$ cat config.mk
export PLATFORM = sky130hd
export DESIGN_NAME = boost_mode_and_phase_config
export DESIGN_NICKNAME = d
export VERILOG_FILES = /design/src/boost_cfg_pkg.sv /design/src/boost_mode_and_phase_config.sv /design/src/gate_supply_seq.sv /design/src/phase_router.sv
export SDC_FILE = /design/constraint.sdc
export NUM_CORES = 1
export LEC_CHECK = 0
export BUFFER_PORTS_ARGS = -buffer_cell sky130_fd_sc_hd__buf_2
export CORE_ASPECT_RATIO = 1.75
export CORE_MARGIN = 2
export CORE_UTILIZATION = 50
export CTS_BUF_LIST = sky130_fd_sc_hd__clkbuf_8
export CTS_CLUSTER_SIZE = 28
export DETAILED_ROUTE_END_ITERATION = 8
export PLACE_DENSITY = 0.74
export SETUP_SLACK_MARGIN = 0.2
export SLEW_MARGIN = 20
export SYNTH_ARGS = -nofsm -noshare
export SYNTH_HDL_FRONTEND = slang
export SYNTH_SLANG_ARGS = --single-unit
$ cat constraint.sdc
create_clock -name mclk_i -period 5.05 [get_ports mclk_i]
set_clock_uncertainty 0.05 [all_clocks]
set_input_delay 0.505 -clock mclk_i [delete_from_list [all_inputs] [get_ports mclk_i]]
set_output_delay 0.505 -clock mclk_i [all_outputs]
set_load 0.03 [all_outputs]
$ cat src/boost_cfg_pkg.sv
// Purpose: shared constants and carriers for the boost mode and phase configuration block
// Assumes: 8-bit register space, one access per strobe
// Notes: offsets of control and diagnostic registers sit outside the phase map
package boost_cfg_pkg;

  localparam int ADDR_W = 8;
  localparam int DATA_W = 8;
  localparam int NUM_VPH = 4;
  localparam int NUM_PHYS = 2;
  localparam int NUM_OUT = 2;

  localparam logic [7:0] OFS_CONTROL = 8'h00;
  localparam logic [7:0] OFS_PHYS_ON = 8'h01;
  localparam logic [7:0] OFS_PHYS_OUT_MAP = 8'h02;
  localparam logic [7:0] OFS_OUT1_VPH_EN = 8'h0b;
  localparam logic [7:0] OFS_OUT2_VPH_EN = 8'h0c;
  localparam logic [7:0] OFS_PHYS_GEN_MAP = 8'h0f;
  localparam logic [7:0] OFS_DRV_ROUTE = 8'h10;
  localparam logic [7:0] OFS_DIAG = 8'h20;

  // field positions
  localparam int CTRL_OUT1_ON_BIT = 0;
  localparam int CTRL_OUT2_ON_BIT = 1;
  localparam int CTRL_CFG_DONE_BIT = 7;
  localparam int DIAG_SUPPLY_GOOD_BIT = 0;
  localparam int DIAG_SUPPLY_ON_BIT = 1;
  localparam int DIAG_MODE_LSB = 2;
  localparam int DIAG_FAULT_LSB = 4;

  // writable field masks; reserved bits are dropped on write and read as zero
  localparam logic [7:0] MASK_CONTROL = 8'h83;
  localparam logic [7:0] MASK_TWO_BITS = 8'h03;
  localparam logic [7:0] MASK_FOUR_BITS = 8'h0f;

  localparam logic [7:0] RST_REG = 8'h00;

  typedef enum logic [1:0] {
    MODE_OFF,
    MODE_CONFIG,
    MODE_OPERATION,
    MODE_FAIL_SILENT
  } mode_e;

  typedef struct packed {
    logic wr;
    logic rd;
    logic [ADDR_W-1:0] addr;
    logic [DATA_W-1:0] wdata;
  } reg_req_s;

  typedef struct packed {
    logic over_temp;
    logic supply_err;
    logic vin_under;
    logic vin_over;
  } fault_s;

endpackage

$ cat src/boost_mode_and_phase_config.sv
// Purpose: mode control, register access gating and phase routing of a two-phase boost
// Assumes: register strobes come from a serial framer on the same clock; inputs synchronous
// Notes: registers stand at their printed offsets; control at 0x00, diagnostics at 0x20
// Overview of operation
// - low supply or enable low forces off
// - off mode disables interface and outputs
// - input supply ok and enable high enters configuration
// - configuration: config writable, diagnostics read-only, outputs off
// - configuration: supply follows output enable bits
// - done flag enters operation, locks configuration
// - operation: config read-only, outputs follow registers
// - output enable starts supply, outputs after good
// - battery monitor only while converters run
// - faults move operation to fail-silent
// - fail-silent: outputs, supply off; interface alive
// - fail-silent left only through off: enable low or input supply loss
// - fail-silent: clearing done flag unlocks configuration
// - up to four virtual phases per output
// - output one phase enables in bits 3:0
// - output two phase enables, same layout
// - physical phase to output association bits
// - physical phase to generator association bits
// - two-bit route code picks virtual phase
// - physical phase enable bits 1:0
`timescale 1ns/100ps
module boost_mode_and_phase_config #(
  parameter int NUM_VPH = boost_cfg_pkg::NUM_VPH,
  parameter int NUM_PHYS = boost_cfg_pkg::NUM_PHYS
) (
  input wire logic mclk_i,
  input wire logic resetn_i,
  input wire logic ce_i,
  input wire logic enable_pin_i,
  input wire logic vin_pon_ok_i,
  input wire boost_cfg_pkg::fault_s fault_i,
  input wire logic supply_good_i,
  input wire boost_cfg_pkg::reg_req_s req_i,
  input wire logic [NUM_VPH-1:0] out1_vph_i,
  input wire logic [NUM_VPH-1:0] out2_vph_i,
  output logic [boost_cfg_pkg::DATA_W-1:0] rdata_o,
  output logic rvalid_o,
  output logic serial_on_o,
  output logic gate_supply_on_o,
  output logic [1:0] output_run_o,
  output logic [NUM_PHYS-1:0] gate_drive_o,
  output logic battery_monitor_on_o,
  output boost_cfg_pkg::mode_e mode_o
);
  import boost_cfg_pkg::*;

  mode_e mode_r;
  mode_e mode_nxt;

  logic first_output_on_bit_r;
  logic second_output_on_bit_r;
  logic configuration_complete_flag_r;
  logic [1:0] phys_on_r;
  logic [1:0] physical_phase_output_map_r;
  logic [3:0] output1_virtual_phase_enables_r;
  logic [3:0] output2_virtual_phase_enables_r;
  logic [1:0] physical_phase_generator_map_r;
  logic [3:0] driver_virtual_phase_route_r;

  logic cfg_locked;
  logic is_cfg_reg;
  logic cfg_wr_ok;
  logic ctrl_wr;
  logic any_fault;
  logic drive_kill;
  logic supply_on_c;
  logic [1:0] out_run_c;
  logic [NUM_PHYS-1:0] gate_c;
  logic [7:0] rd_mux;

  // decoding used by the write gate only; the read path decodes addresses itself
  function automatic logic cfg_addr(input logic [7:0] a);
    return (a == OFS_PHYS_ON) || (a == OFS_PHYS_OUT_MAP) || (a == OFS_OUT1_VPH_EN) ||
           (a == OFS_OUT2_VPH_EN) || (a == OFS_PHYS_GEN_MAP) || (a == OFS_DRV_ROUTE);
  endfunction

  assign any_fault = fault_i.over_temp | fault_i.supply_err | fault_i.vin_under |
                     fault_i.vin_over;
  // drives must not outlive the mode: off and fail-silent cut them at the same edge
  assign drive_kill = (mode_nxt == MODE_OFF) || (mode_nxt == MODE_FAIL_SILENT);
  assign is_cfg_reg = cfg_addr(req_i.addr);
  assign cfg_locked = configuration_complete_flag_r;
  // config registers are writable only while unlocked and the interface is live
  assign cfg_wr_ok = req_i.wr && is_cfg_reg && !cfg_locked && (mode_r != MODE_OFF);
  assign ctrl_wr = req_i.wr && (req_i.addr == OFS_CONTROL) && (mode_r != MODE_OFF);

  always_comb begin
    mode_nxt = mode_r;
    if (!vin_pon_ok_i || !enable_pin_i) begin
      mode_nxt = MODE_OFF;
    end else begin
      unique case (mode_r)
        MODE_OFF: begin
          mode_nxt = MODE_CONFIG;
        end
        MODE_CONFIG: begin
          if (configuration_complete_flag_r) begin
            mode_nxt = MODE_OPERATION;
          end
        end
        MODE_OPERATION: begin
          if (any_fault) begin
            mode_nxt = MODE_FAIL_SILENT;
          end
        end
        MODE_FAIL_SILENT: begin
          // stays here until enable or input supply drops; clearing the done flag does not leave
          mode_nxt = MODE_FAIL_SILENT;
        end
      endcase
    end
  end

  always_ff @(posedge mclk_i or negedge resetn_i) begin
    if (!resetn_i) begin
      mode_r <= MODE_OFF;
    end else if (ce_i) begin
      mode_r <= mode_nxt;
    end
  end

  // control register: stays writable in every mode with a live interface
  always_ff @(posedge mclk_i or negedge resetn_i) begin
    if (!resetn_i) begin
      first_output_on_bit_r <= 1'b0;
      second_output_on_bit_r <= 1'b0;
      configuration_complete_flag_r <= 1'b0;
    end else if (ce_i) begin
      if (mode_r == MODE_OFF) begin
        first_output_on_bit_r <= 1'b0;
        second_output_on_bit_r <= 1'b0;
        configuration_complete_flag_r <= 1'b0;
      end else if (ctrl_wr) begin
        first_output_on_bit_r <= req_i.wdata[CTRL_OUT1_ON_BIT];
        second_output_on_bit_r <= req_i.wdata[CTRL_OUT2_ON_BIT];
        // in operation the lock holds; only fail-silent or configuration may clear it
        if (mode_r != MODE_OPERATION || req_i.wdata[CTRL_CFG_DONE_BIT]) begin
          configuration_complete_flag_r <= req_i.wdata[CTRL_CFG_DONE_BIT];
        end
      end
    end
  end

  // configuration registers; reserved bits are not stored
  always_ff @(posedge mclk_i or negedge resetn_i) begin
    if (!resetn_i) begin
      phys_on_r <= RST_REG[1:0];
      physical_phase_output_map_r <= RST_REG[1:0];
      output1_virtual_phase_enables_r <= RST_REG[3:0];
      output2_virtual_phase_enables_r <= RST_REG[3:0];
      physical_phase_generator_map_r <= RST_REG[1:0];
      driver_virtual_phase_route_r <= RST_REG[3:0];
    end else if (ce_i) begin
      if (mode_r == MODE_OFF) begin
        phys_on_r <= RST_REG[1:0];
        physical_phase_output_map_r <= RST_REG[1:0];
        output1_virtual_phase_enables_r <= RST_REG[3:0];
        output2_virtual_phase_enables_r <= RST_REG[3:0];
        physical_phase_generator_map_r <= RST_REG[1:0];
        driver_virtual_phase_route_r <= RST_REG[3:0];
      end else if (cfg_wr_ok) begin
        unique case (req_i.addr)
          OFS_PHYS_ON: begin
            phys_on_r <= req_i.wdata[1:0];
          end
          OFS_PHYS_OUT_MAP: begin
            physical_phase_output_map_r <= req_i.wdata[1:0];
          end
          OFS_OUT1_VPH_EN: begin
            output1_virtual_phase_enables_r <= req_i.wdata[3:0];
          end
          OFS_OUT2_VPH_EN: begin
            output2_virtual_phase_enables_r <= req_i.wdata[3:0];
          end
          OFS_PHYS_GEN_MAP: begin
            physical_phase_generator_map_r <= req_i.wdata[1:0];
          end
          OFS_DRV_ROUTE: begin
            driver_virtual_phase_route_r <= req_i.wdata[3:0];
          end
          default: begin
          end
        endcase
      end
    end
  end

  // read mux; diagnostics have no write path at all
  always_comb begin
    rd_mux = 8'h00;
    unique case (req_i.addr)
      OFS_CONTROL: begin
        rd_mux[CTRL_OUT1_ON_BIT] = first_output_on_bit_r;
        rd_mux[CTRL_OUT2_ON_BIT] = second_output_on_bit_r;
        rd_mux[CTRL_CFG_DONE_BIT] = configuration_complete_flag_r;
      end
      OFS_PHYS_ON: begin
        rd_mux = {6'h00, phys_on_r};
      end
      OFS_PHYS_OUT_MAP: begin
        rd_mux = {6'h00, physical_phase_output_map_r};
      end
      OFS_OUT1_VPH_EN: begin
        rd_mux = {4'h0, output1_virtual_phase_enables_r};
      end
      OFS_OUT2_VPH_EN: begin
        rd_mux = {4'h0, output2_virtual_phase_enables_r};
      end
      OFS_PHYS_GEN_MAP: begin
        rd_mux = {6'h00, physical_phase_generator_map_r};
      end
      OFS_DRV_ROUTE: begin
        rd_mux = {4'h0, driver_virtual_phase_route_r};
      end
      OFS_DIAG: begin
        rd_mux[DIAG_SUPPLY_GOOD_BIT] = supply_good_i;
        rd_mux[DIAG_SUPPLY_ON_BIT] = gate_supply_on_o;
        rd_mux[DIAG_MODE_LSB +: 2] = mode_r;
        rd_mux[DIAG_FAULT_LSB +: 4] = fault_i;
      end
      default: begin
        rd_mux = 8'h00;
      end
    endcase
  end

  always_ff @(posedge mclk_i or negedge resetn_i) begin
    if (!resetn_i) begin
      rdata_o <= 8'h00;
      rvalid_o <= 1'b0;
    end else if (ce_i) begin
      // no answer at all while off: the interface is dead
      rvalid_o <= req_i.rd && (mode_r != MODE_OFF);
      if (req_i.rd && (mode_r != MODE_OFF)) begin
        rdata_o <= rd_mux;
      end
    end
  end

  gate_supply_seq u_seq (
    .mode_i(mode_r),
    .out_on_i({second_output_on_bit_r, first_output_on_bit_r}),
    .supply_good_i(supply_good_i),
    .supply_on_o(supply_on_c),
    .out_run_o(out_run_c)
  );

  phase_router #(
    .NUM_VPH(NUM_VPH),
    .NUM_PHYS(NUM_PHYS)
  ) u_router (
    .out1_vph_i(out1_vph_i),
    .out2_vph_i(out2_vph_i),
    .out1_vph_en_i(output1_virtual_phase_enables_r),
    .out2_vph_en_i(output2_virtual_phase_enables_r),
    .gen_map_i(physical_phase_generator_map_r),
    .route_i(driver_virtual_phase_route_r),
    .phys_on_i(phys_on_r),
    .out_map_i(physical_phase_output_map_r),
    .out_run_i(out_run_c),
    .gate_o(gate_c)
  );

  // outputs come from flops; mode_o, serial_on_o and the off/fail-silent kill follow mode_nxt, the sequenced outputs lag mode_r one cycle
  always_ff @(posedge mclk_i or negedge resetn_i) begin
    if (!resetn_i) begin
      serial_on_o <= 1'b0;
      gate_supply_on_o <= 1'b0;
      output_run_o <= 2'b00;
      gate_drive_o <= '0;
      battery_monitor_on_o <= 1'b0;
      mode_o <= MODE_OFF;
    end else if (ce_i) begin
      // supply rides through config to operation; off, fail-silent or clearing both output enable bits drop it
      serial_on_o <= (mode_nxt != MODE_OFF);
      gate_supply_on_o <= supply_on_c && !drive_kill;
      output_run_o <= drive_kill ? 2'b00 : out_run_c;
      gate_drive_o <= drive_kill ? '0 : gate_c;
      battery_monitor_on_o <= |out_run_c && !drive_kill;
      mode_o <= mode_nxt;
    end
  end

  // the controller must map each phase and keep reserved bits clear

  off_quiet_a: assert property (@(posedge mclk_i) disable iff (!resetn_i)
    (ce_i && (!vin_pon_ok_i || !enable_pin_i)) |=>
      (mode_r == MODE_OFF) && !serial_on_o && !gate_supply_on_o && (gate_drive_o == '0) &&
      (output_run_o == 2'b00))
    else $error("not off after supply or enable loss");

  off_no_read_a: assert property (@(posedge mclk_i) disable iff (!resetn_i)
    (mode_r == MODE_OFF) |=> !rvalid_o)
    else $error("read answered in off mode");

  cfg_entry_a: assert property (@(posedge mclk_i) disable iff (!resetn_i)
    (ce_i && mode_r == MODE_OFF && vin_pon_ok_i && enable_pin_i) |=>
      mode_r == MODE_CONFIG)
    else $error("configuration mode not entered");

  cfg_outputs_off_a: assert property (@(posedge mclk_i) disable iff (!resetn_i)
    (mode_r == MODE_CONFIG) ##1 (mode_r == MODE_CONFIG) |-> output_run_o == 2'b00)
    else $error("output running in configuration mode");

  lock_holds_a: assert property (@(posedge mclk_i) disable iff (!resetn_i)
    (ce_i && mode_r == MODE_OPERATION && mode_nxt == MODE_OPERATION) |=>
      $stable(driver_virtual_phase_route_r) && $stable(phys_on_r) &&
      $stable(output1_virtual_phase_enables_r))
    else $error("configuration changed while locked");

  supply_first_a: assert property (@(posedge mclk_i) disable iff (!resetn_i)
    (output_run_o != 2'b00) |-> $past(supply_good_i) && $past(mode_r) == MODE_OPERATION)
    else $error("output ran without good supply");

  fault_entry_a: assert property (@(posedge mclk_i) disable iff (!resetn_i)
    (ce_i && mode_r == MODE_OPERATION && any_fault && vin_pon_ok_i && enable_pin_i) |=>
      (mode_r == MODE_FAIL_SILENT) ##1 (!gate_supply_on_o || !ce_i))
    else $error("fault did not reach fail-silent with supply off");

  fail_unlock_a: assert property (@(posedge mclk_i) disable iff (!resetn_i)
    (ce_i && mode_r == MODE_FAIL_SILENT && ctrl_wr && !req_i.wdata[CTRL_CFG_DONE_BIT] &&
     mode_nxt == MODE_FAIL_SILENT) |=> !configuration_complete_flag_r)
    else $error("done flag not cleared in fail-silent");

  monitor_gate_a: assert property (@(posedge mclk_i) disable iff (!resetn_i)
    battery_monitor_on_o |-> $past(mode_r) == MODE_OPERATION)
    else $error("battery monitor outside operation");

  cover_operation_c: cover property (@(posedge mclk_i) disable iff (!resetn_i)
    mode_r == MODE_CONFIG ##1 mode_r == MODE_OPERATION);
  cover_running_c: cover property (@(posedge mclk_i) disable iff (!resetn_i)
    output_run_o == 2'b11 && gate_drive_o != '0);
  cover_fail_c: cover property (@(posedge mclk_i) disable iff (!resetn_i)
    mode_r == MODE_OPERATION ##1 mode_r == MODE_FAIL_SILENT);
  cover_restart_c: cover property (@(posedge mclk_i) disable iff (!resetn_i)
    mode_r == MODE_FAIL_SILENT ##1 mode_r == MODE_OFF ##1 mode_r == MODE_CONFIG);

endmodule

$ cat src/gate_supply_seq.sv
// Purpose: gate-drive supply and output start-up sequencing per mode
// Assumes: supply good comes from the analog regulator, synchronous to the clock
// Notes: purely combinational; the top registers the results
`timescale 1ns/100ps
module gate_supply_seq (
  input wire boost_cfg_pkg::mode_e mode_i,
  input wire logic [1:0] out_on_i,
  input wire logic supply_good_i,
  output logic supply_on_o,
  output logic [1:0] out_run_o
);
  import boost_cfg_pkg::*;

  always_comb begin
    supply_on_o = 1'b0;
    out_run_o = 2'b00;
    unique case (mode_i)
      MODE_OFF: begin
        supply_on_o = 1'b0;
      end
      MODE_CONFIG: begin
        supply_on_o = |out_on_i;
      end
      MODE_OPERATION: begin
        supply_on_o = |out_on_i;
        // outputs wait for the regulator so fets never see a weak gate drive
        out_run_o = supply_good_i ? out_on_i : 2'b00;
      end
      MODE_FAIL_SILENT: begin
        supply_on_o = 1'b0;
      end
    endcase
  end
endmodule

$ cat src/phase_router.sv
// Purpose: maps virtual phases of two virtual outputs onto the physical gate drivers
// Assumes: virtual phase pulses come from the timing generator, one bit per phase
// Notes: combinational; the top registers the gate outputs
`timescale 1ns/100ps
module phase_router #(
  parameter int NUM_VPH = 4,
  parameter int NUM_PHYS = 2
) (
  input wire logic [NUM_VPH-1:0] out1_vph_i,
  input wire logic [NUM_VPH-1:0] out2_vph_i,
  input wire logic [NUM_VPH-1:0] out1_vph_en_i,
  input wire logic [NUM_VPH-1:0] out2_vph_en_i,
  input wire logic [NUM_PHYS-1:0] gen_map_i,
  input wire logic [2*NUM_PHYS-1:0] route_i,
  input wire logic [NUM_PHYS-1:0] phys_on_i,
  input wire logic [NUM_PHYS-1:0] out_map_i,
  input wire logic [1:0] out_run_i,
  output logic [NUM_PHYS-1:0] gate_o
);
  logic [NUM_VPH-1:0] vph1;
  logic [NUM_VPH-1:0] vph2;

  assign vph1 = out1_vph_i & out1_vph_en_i;
  assign vph2 = out2_vph_i & out2_vph_en_i;

  for (genvar g = 0; g < NUM_PHYS; g++) begin : g_drv
    logic [1:0] sel;
    logic pulse;
    assign sel = route_i[2*g +: 2];
    assign pulse = gen_map_i[g] ? vph2[sel] : vph1[sel];
    // a driver fires only while the output it regulates is running
    assign gate_o[g] = pulse & phys_on_i[g] & out_run_i[out_map_i[g]];
  end
endmodule
Word level (Yosys, flattened, before mapping)
Index checks and enable logic that the tools add are counted.
{"block": "totals", "regBits": 39, "latchBits": 0, "mem_bits_rw": 0, "rom_bits": 0, "input_bits": 36, "memories": 0}
{"block": "classes", "add_sub_neg": 0, "mul": 0, "n_div": 0, "magnitude_cmp": 4, "eq_ne": 12, "shifts": 0, "mux": 51, "bitwise": 9, "n_reduce_logical": 47}
{"cell": "$mux W4", "count": 9}
{"cell": "$mux W2", "count": 16}
{"cell": "$eq A8 B4 Y1 const B", "count": 3}
{"cell": "$reduce_bool A2 Y1", "count": 11}
{"cell": "$reduce_and A3 Y1", "count": 7}
{"cell": "$pmux W5 S4", "count": 1}
{"cell": "$mux W1", "count": 17}
{"cell": "$pmux W2 S8", "count": 1}
{"cell": "$and A4 B4 Y4", "count": 2}
{"cell": "$bmux W1 S2", "count": 4}
{"cell": "$eq A8 B1 Y1 const B", "count": 1}
{"cell": "$eq A8 B2 Y1 const B", "count": 1}
{"cell": "$eq A8 B5 Y1 const B", "count": 1}
{"cell": "$eq A8 B6 Y1 const B", "count": 1}
{"cell": "$logic_and A1 B1 Y1", "count": 8}
{"cell": "$logic_not A8 Y1", "count": 1}
{"cell": "$logic_or A1 B1 Y1", "count": 8}
{"cell": "$pmux W2 S4", "count": 1}
{"cell": "$reduce_or A2 Y1", "count": 4}
{"cell": "$eq A2 B2 Y1 const B", "count": 3}
{"cell": "$lt A2 B3 Y1 const B", "count": 2}
{"cell": "$and A1 B1 Y1", "count": 4}
{"cell": "$logic_not A1 Y1", "count": 4}
{"cell": "$logic_not A2 Y1", "count": 2}
{"cell": "6 further kinds", "count": 11}

Longest topological paths before layout
Gate-level depths: netlist (run 1).
{"block": "depth", "word_depth": 11, "depth_mapped": 9, "mapped_depth_nobuf": 9}

Cells and area by module
From an unflattened synthesis (run 1), not the netlist that was laid out.
{"block": "hier_totals", "cells_unflattened": 251, "area_unflattened_um2": 2254.7}
{"module": "boost_mode_and_phase_config", "n_inst": 1, "cells_each": 220, "area_per_inst_um2": 2008.2, "seq_area_each_um2": 975.9}
{"module": "phase_router", "n_inst": 1, "cells_each": 26, "area_per_inst_um2": 207.7, "seq_area_each_um2": 0.0}
{"module": "gate_supply_seq", "n_inst": 1, "cells_each": 5, "area_per_inst_um2": 38.8, "seq_area_each_um2": 0.0}

Least setup slack after synthesis (run 1)
Ideal clock, no wire load.
{"block": "synth_timing", "kind": "register to register", "startpoint": "register mode_o[0] (netlist name)", "endpoint": "register output_run_o[0]", "arrival_ns": 2.062, "required_time_ns": 4.879, "setup_slack_ns": 2.817, "path_stages_with_launch": 9, "path_cell_list": "dfrtp_1 inv_1 ha_1 clkbuf_1 nor2_1 a31o_2 ha_1 and4_1 a22o_1"}
{"element": "end signal: assignment", "line": "boost_mode_and_phase_config.sv:281", "text": "output_run_o <= drive_kill ? 2'b00 : out_run_c;"}
{"element": "end: declaration", "line": "boost_mode_and_phase_config.sv:44", "text": "output logic [1:0] output_run_o,"}

==> reports/metrics.csv, run 1 <==
metric,value,unit
status,completed,
end_kind,flip-flop,
yosysSeqAreaShare,0.409,
insertion_delay,290,ps
finalCritPeriodShare,0.465,
avgSynthCellArea,9.58,µm²
critPathLaunchType,flip-flop,
rsz0062_at_grt,false,
core_area,4620,µm²
synthMuxAreaShare,0.0488,
grt_usage,0.253,
via_per_inst,6.26,
port-buffer-count,50,
cts_num_sinks,39,
syn_inst,249,
fin_ws,2700,ps
post_cts_buffers,0,
pin_count,54,
gp_congestion,0.897,
net-switching-power,0.177,mW
slew_violations,0,
power.leakage,1.23,nW
synth_top_family_by_area,simple AND/OR/NAND/NOR gates,
firstDrtPassIters,4,
required,5220,ps
synth_cell_types,58,
grt_pass1_vias,2146,
clockBufferDepth,2,
synth_simple_gate_area_frac,0.251,
synthToLayoutAreaGrowth,14.0,%
cts-root-buf,clkbuf_8,
slowest_stage,dfrtp_1,
worstHoldPathType,in2async,
die_area,5360,µm²
row_count,33,
power.share.clock,0.335,
p_per_area,234,nW/µm²
cts_tree,yes,
synthAdderAreaFrac,0.0315,
worst_slew_pin_slew,973,ps
die_x,56.2,µm
synth_nets,291,
min_period,2350,ps
syn_area,2380,µm²
crit_type,reg2reg,
clk_pin_slew,70,ps
max_stage_delay,450,ps
grt_max_degree,40,
cp.arrival,2520,ps
max_freq,426,MHz
slew_headroom,0.346,
synth_compound_area_frac,0.218,
initial_core_util,0.516,
crit_chain,"inv_1, ha_1, nor2_1, a31o_2, ha_1, and4_1, nand4_1, o2bb2ai_1",
synth-xor-area-share,0,
cap_violations,0,
vdd_drop_max,195,µV
critPathMostFrequentCell,ha_1,
die_h,95.4,µm
synth_enable_flop_cells,0,
drc_errors,0,
cts_buffers,5,
final.fill_count,421,
finalHoldViolCount,0,
antenna_cells,0,
pwr-share-seq,0.512,
async_flop_share,1.00,
antenna_found_initial,0,
drt_iter0_markers,61,
avgRoutedWirePerCell,18.1,µm
pwr-share-comb,0.153,
dpl.hpwl,4.81,mm
drive_above_1_share,0.247,
fin_nets,334,
gr-total-overflow,0,
synth_ff_type,dfrtp_1,
cts_hold_buf,0,
ant_nets,0,
worstPathMaxFanout,11,
htreeDepth,2,
drt_wl_total,6.23,mm
dpl_worst_slack,2590,ps
setup_tns,0,ps
setup_viol,0,
num_vias,2152,
power.internal,0.459,mW
ys_ff_latch,39,
grt_pass1_wl,10.4,mm
netSwitchingFraction,0.278,
cts_resized,0,
ys_warn_count,0,
==> synthesized netlist by cell type (all sizes together) (3+ instances only) <==
library cell | instances | area (µm²)
nand2b | 4 | 25.0
mux2i | 6 | 60.1
nor2 | 11 | 43.8
nand2 | 27 | 101
inv | 7 | 26.3
clkbuf | 10 | 37.5
mux2 | 5 | 56.3
ha | 6 | 75.1
o2111ai | 7 | 61.3
and3 | 5 | 31.3
o21ai | 22 | 114
nor2b | 4 | 25.0
a31o | 3 | 26.3
nand4 | 6 | 37.5
buf | 4 | 31.3
o2bb2ai | 4 | 35.0
nor3 | 5 | 36.3
and2 | 3 | 18.8
a22o | 8 | 70.1
and4b | 3 | 30.0
dfrtp | 39 | 976
nor3b | 3 | 22.5
nand3 | 20 | 100
==> routing by layer <==
metal	track usage	wire, µm	up-vias	share of wire
li1	-	-	1037	-
met5	0	0	-	0
met4	0.151	212	0	0.034
met1	0.283	2440	1044	0.39
met2	0.446	3360	54	0.54
met3	0.0407	229	17	0.037
==> registers in the layout, summed over array words and instances (netlist names), 2 cells and up <==
register / cells
driver_virtual_phase_route_r: 4
gate_drive_o: 2
mode_o: 2
output1_virtual_phase_enables_r: 4
output2_virtual_phase_enables_r: 4
output_run_o: 2
phys_on_r: 2
physical_phase_generator_map_r: 2
physical_phase_output_map_r: 2
rdata_o: 8
==> metrics by stage <==
step            util  hold slack, ps  std cells  power [mW]  area, µm²
2_1_floorplan      -             159        249       0.388       2380
3_3_place_gp   0.569             411        337       0.428       2630
3_5_place_dp   0.569             418        337       0.429       2630
4_1_cts        0.588             296        344       0.640       2720
5_1_grt        0.588             342        344       0.661       2720
6_report       0.588             264        344       0.635       2720
==> placed cells by master, fill, tap and decap left out, drive strengths merged, types with 5 or more instances in the layout <==
master / synthesis / final
a22o: 8 / 8
nor2: 11 / 11
ha: 6 / 6
o2111ai: 7 / 7
mux2i: 6 / 6
nand3: 20 / 20
nand4: 6 / 6
mux2: 5 / 5
inv: 7 / 7
o21ai: 22 / 22
clkbuf: 10 / 6
dfrtp: 39 / 39
nand2: 27 / 27
buf: 4 / 50
and3: 5 / 5
nor3: 5 / 5
==> power groups by stage <==
stage / logic [mW] / clock network (mW) / registers [mW]
finish: 0.0970 / 0.213 / 0.326
global route: 0.108 / 0.227 / 0.327
CTS: 0.0979 / 0.216 / 0.326
detailed placement: 0.0975 / 0 / 0.332
global placement: 0.0962 / 0 / 0.331
floorplan: 0.0420 / 0 / 0.346
==> worst max-delay path, delay by kind of cell, from the launching register on <==
kind                     cells  cell delay, ps
AO/OA/AOI/OAI                2             390
adder cells (fa/ha/maj)      2             660
buffers and inverters        1             160
flip-flops                   1             450
AND/OR/NAND/NOR              3             540
==> logic make-up (layout without fill, tap and decap cells) <==
logic type | count (synthesis) | in the layout
multiplexers | 11 | 11
AND/OR/NAND/NOR | 103 | 103
AO/OA/AOI/OAI | 68 | 68
adder cells (fa/ha/maj) | 6 | 6
buffers and inverters | 22 | 65
flip-flops | 39 | 39
==> cell type report <==
cell class	count	area [µm²]	share of cell area
inverter	8	30.0	0.0110
timing repair buffer	50	250	0.0920
multi-input combinational	188	1310	0.482
tap	52	65.1	0.0239
clock buffer	6	82.6	0.0304
clock inverter	1	5.00	0.00184
sequential	39	976	0.359
==> path summary, 6_finish.rpt <==
| check | cells past startpoint | end | slack [ps] | from |
|---|---|---|---|---|
| max | 8 | gate_drive_o[0]$_DFFE_PN0P_ | 2700 | mode_o[0]$_DFFE_PN0P_ |
| min | 1 | rdata_o[6]$_DFFE_PN0P_ | 260 | resetn_i |
| max reg2reg | 8 | gate_drive_o[0]$_DFFE_PN0P_ | 2700 | mode_o[0]$_DFFE_PN0P_ |
| min reg2reg | 1 | rvalid_o$_DFFE_PN0P_ | 430 | rvalid_o$_DFFE_PN0P_ |
| max in group asynchronous | 1 | cfg_locked$_DFFE_PN0P_ | 4150 | resetn_i |
| min in group mclk_i | 2 | cfg_locked$_DFFE_PN0P_ | 370 | req_i[7] |
Note: power is estimated with default switching activity, not from simulation.
==> inputs of run 2 (changes only) <==
Settings changed: PLACE_DENSITY 0.74 to 0.77.
Clock period 5.05 ns to 2 ns, I/O delays scaled along.
==> reports/metrics.csv, run 2 (synthesis results as in run 1) <==
metric,value,unit,change
cts_tree,yes,,
max_freq,512,MHz,+20%
slowest_stage,dfrtp_2,,
setup_tns,0,ps,unchanged
antenna_cells,0,,unchanged
top_register,rdata_o,,
cts_buffers,5,,unchanged
cpLargestDelayFamily,compound AO/OA/AOI/OAI gates,,
fin_nets,356,,+6.6%
power.leakage,1.38,nW,+13%
grt_usage,0.271,,+0.0183
num_vias,2315,,+7.6%
die_h,95.4,µm,unchanged
cts-root-buf,clkbuf_8,,
row_count,33,,unchanged
critPathMostFrequentCell,ha_4,,
whs,57.4,ps,-207 ps
power.share.clock,0.367,,+0.032
final_cell_mix,"buf_2 (50), dfrtp_1 (37), nand2_1 (24)",,
final_common_cell,buf_2,,
drt_iter0_markers,77,,+26%
p_per_area,578,nW/µm²,+150%
firstDrtPassIters,5,,+1
synthToLayoutAreaGrowth,30.2,%,
clockBufferDepth,2,,unchanged
setup_viol,0,,unchanged
die_x,56.2,µm,unchanged
grt_pass1_vias,2416,,+13%
slew_headroom,0.629,,+0.283
crit_type,reg2reg,,
finalHoldViolCount,0,,unchanged
required,2140,ps,-3080 ps
clk_pin_slew,80,ps,about the same
worstPathMaxFanout,4,,-7
gr-total-overflow,0,,unchanged
rsz0062_at_grt,true,,
insertion_delay,290,ps,about the same
grt_pass1_wl,11.1,mm,+6.8%
pwr-share-seq,0.459,,-0.053
wl_met3,344,µm,+50%
pin_count,54,,unchanged
die_area,5360,µm²,unchanged
cts_num_sinks,39,,unchanged
wl_met1,2.51,mm,+3.1%
worst_slew_pin_slew,549,ps,-424 ps
pwr-share-comb,0.174,,+0.021
via_per_inst,6.31,,+0.83%
crit_buf_inv,2,,+1
power.internal,1.30,mW,+180%
max_stage_delay,440,ps,about the same
drive_above_1_share,0.384,,+0.138
drt_wl_total,6.97,mm,+12%
end_kind,flip-flop,,
ant_nets,0,,unchanged
port-buffer-count,50,,unchanged
gp_congestion,0.886,,-1.2%
slew_violations,0,,unchanged
cap_violations,0,,unchanged
vdd_drop_max,673,µV,+250%
htreeDepth,2,,unchanged
grt_max_degree,24,,-40%
status,completed,,
initial_core_util,0.516,,unchanged
netSwitchingFraction,0.276,,-0.00177
dr.max_layer_used,met4,,
finalCritPeriodShare,0.977,,+0.512
min_period,1950,ps,-392 ps
net-switching-power,0.495,mW,+180%
wl_met2,3.81,mm,+13%
dpl.hpwl,5.27,mm,+9.6%
largest_register_ffs,8,,unchanged
worstHoldPathType,in2reg,,
crit_chain,"inv_4, ha_4, nor2b_4, o21ai_2, a31o_2, ha_4, and4_4, buf_4, a22o_1",,
cp.arrival,2100,ps,-420 ps
avgRoutedWirePerCell,19.0,µm,+4.8%
core_area,4620,µm²,unchanged
reg2reg_slack,50,ps,-2660 ps
drc_errors,0,,unchanged
antenna_found_initial,0,,unchanged
critPathLaunchType,flip-flop,,
==> run 2: changes by cell type in the layout (fill, tap and decap cells not counted), sizes merged <==
| cell | change |
|---|---|
| clkinv | +1 |
| clkbuf | -1 |
| bufinv | +1 |
| dlygate4sd3 | +1 |
| buf | +21 |
==> run 2: per-layer routing <==
layer / up-vias / track usage
met4: 0 / 0.167
met5: - / 0
met2: 94 / 0.504
li1: 1082 / -
met3: 29 / 0.0502
met1: 1110 / 0.275
==> run 2: power by group through the flow <==
stage	clock network [mW]	logic, mW	registers, mW
CTS	0.663	0.281	0.822
global route	0.696	0.334	0.826
detailed placement	0	0.271	0.837
floorplan	0	0.115	0.876
finish	0.659	0.312	0.823
global placement	0	0.264	0.836
==> run 2: final timing paths <==
path | from | depth (start not counted) | end
max in group asynchronous | resetn_i | 3 | phys_on_r[0]$_DFFE_PN0P_
min | req_i[7] | 2 | cfg_locked$_DFFE_PN0P_
min in group asynchronous | resetn_i | 2 | rdata_o[5]$_DFFE_PN0P_
max reg2reg | mode_o[1]$_DFFE_PN0P_ | 9 | output_run_o[1]$_DFFE_PN0P_
min reg2reg | rdata_o[6]$_DFFE_PN0P_ | 2 | rdata_o[6]$_DFFE_PN0P_
max | mode_o[1]$_DFFE_PN0P_ | 9 | output_run_o[1]$_DFFE_PN0P_
==> run 2: layout make-up <==
cell class	instances	area [µm²]
clock inverter	3	43.8
inverter	8	35.0
sequential	39	978
clock buffer	5	68.8
timing repair buffer	72	433
fill	362	1520
tap	52	65.1
multi-input combinational	188	1480
==> run 2: metrics by stage <==
step	util	instance area [µm²]	total power, mW	setup WS (ps)	instances
after floorplan	-	2440	0.992	18.3	249
after global placement	0.598	2770	1.10	58.7	349
after detailed placement	0.598	2770	1.11	6.62	349
after CTS	0.642	2970	1.77	31.3	364
after global routing	0.671	3100	1.86	-41.0	367
final	0.671	3100	1.79	45.9	367
==> run 2: what timing repair did <==
action | CTS | global route
resized for setup | 9 | 27
hold endpoints to repair | 21 | 0
hold buffers | 1 | 0
pin swaps | 8 | 15
setup buffers | 6 | 3
endpoints found under the setup margin | 6 | 21
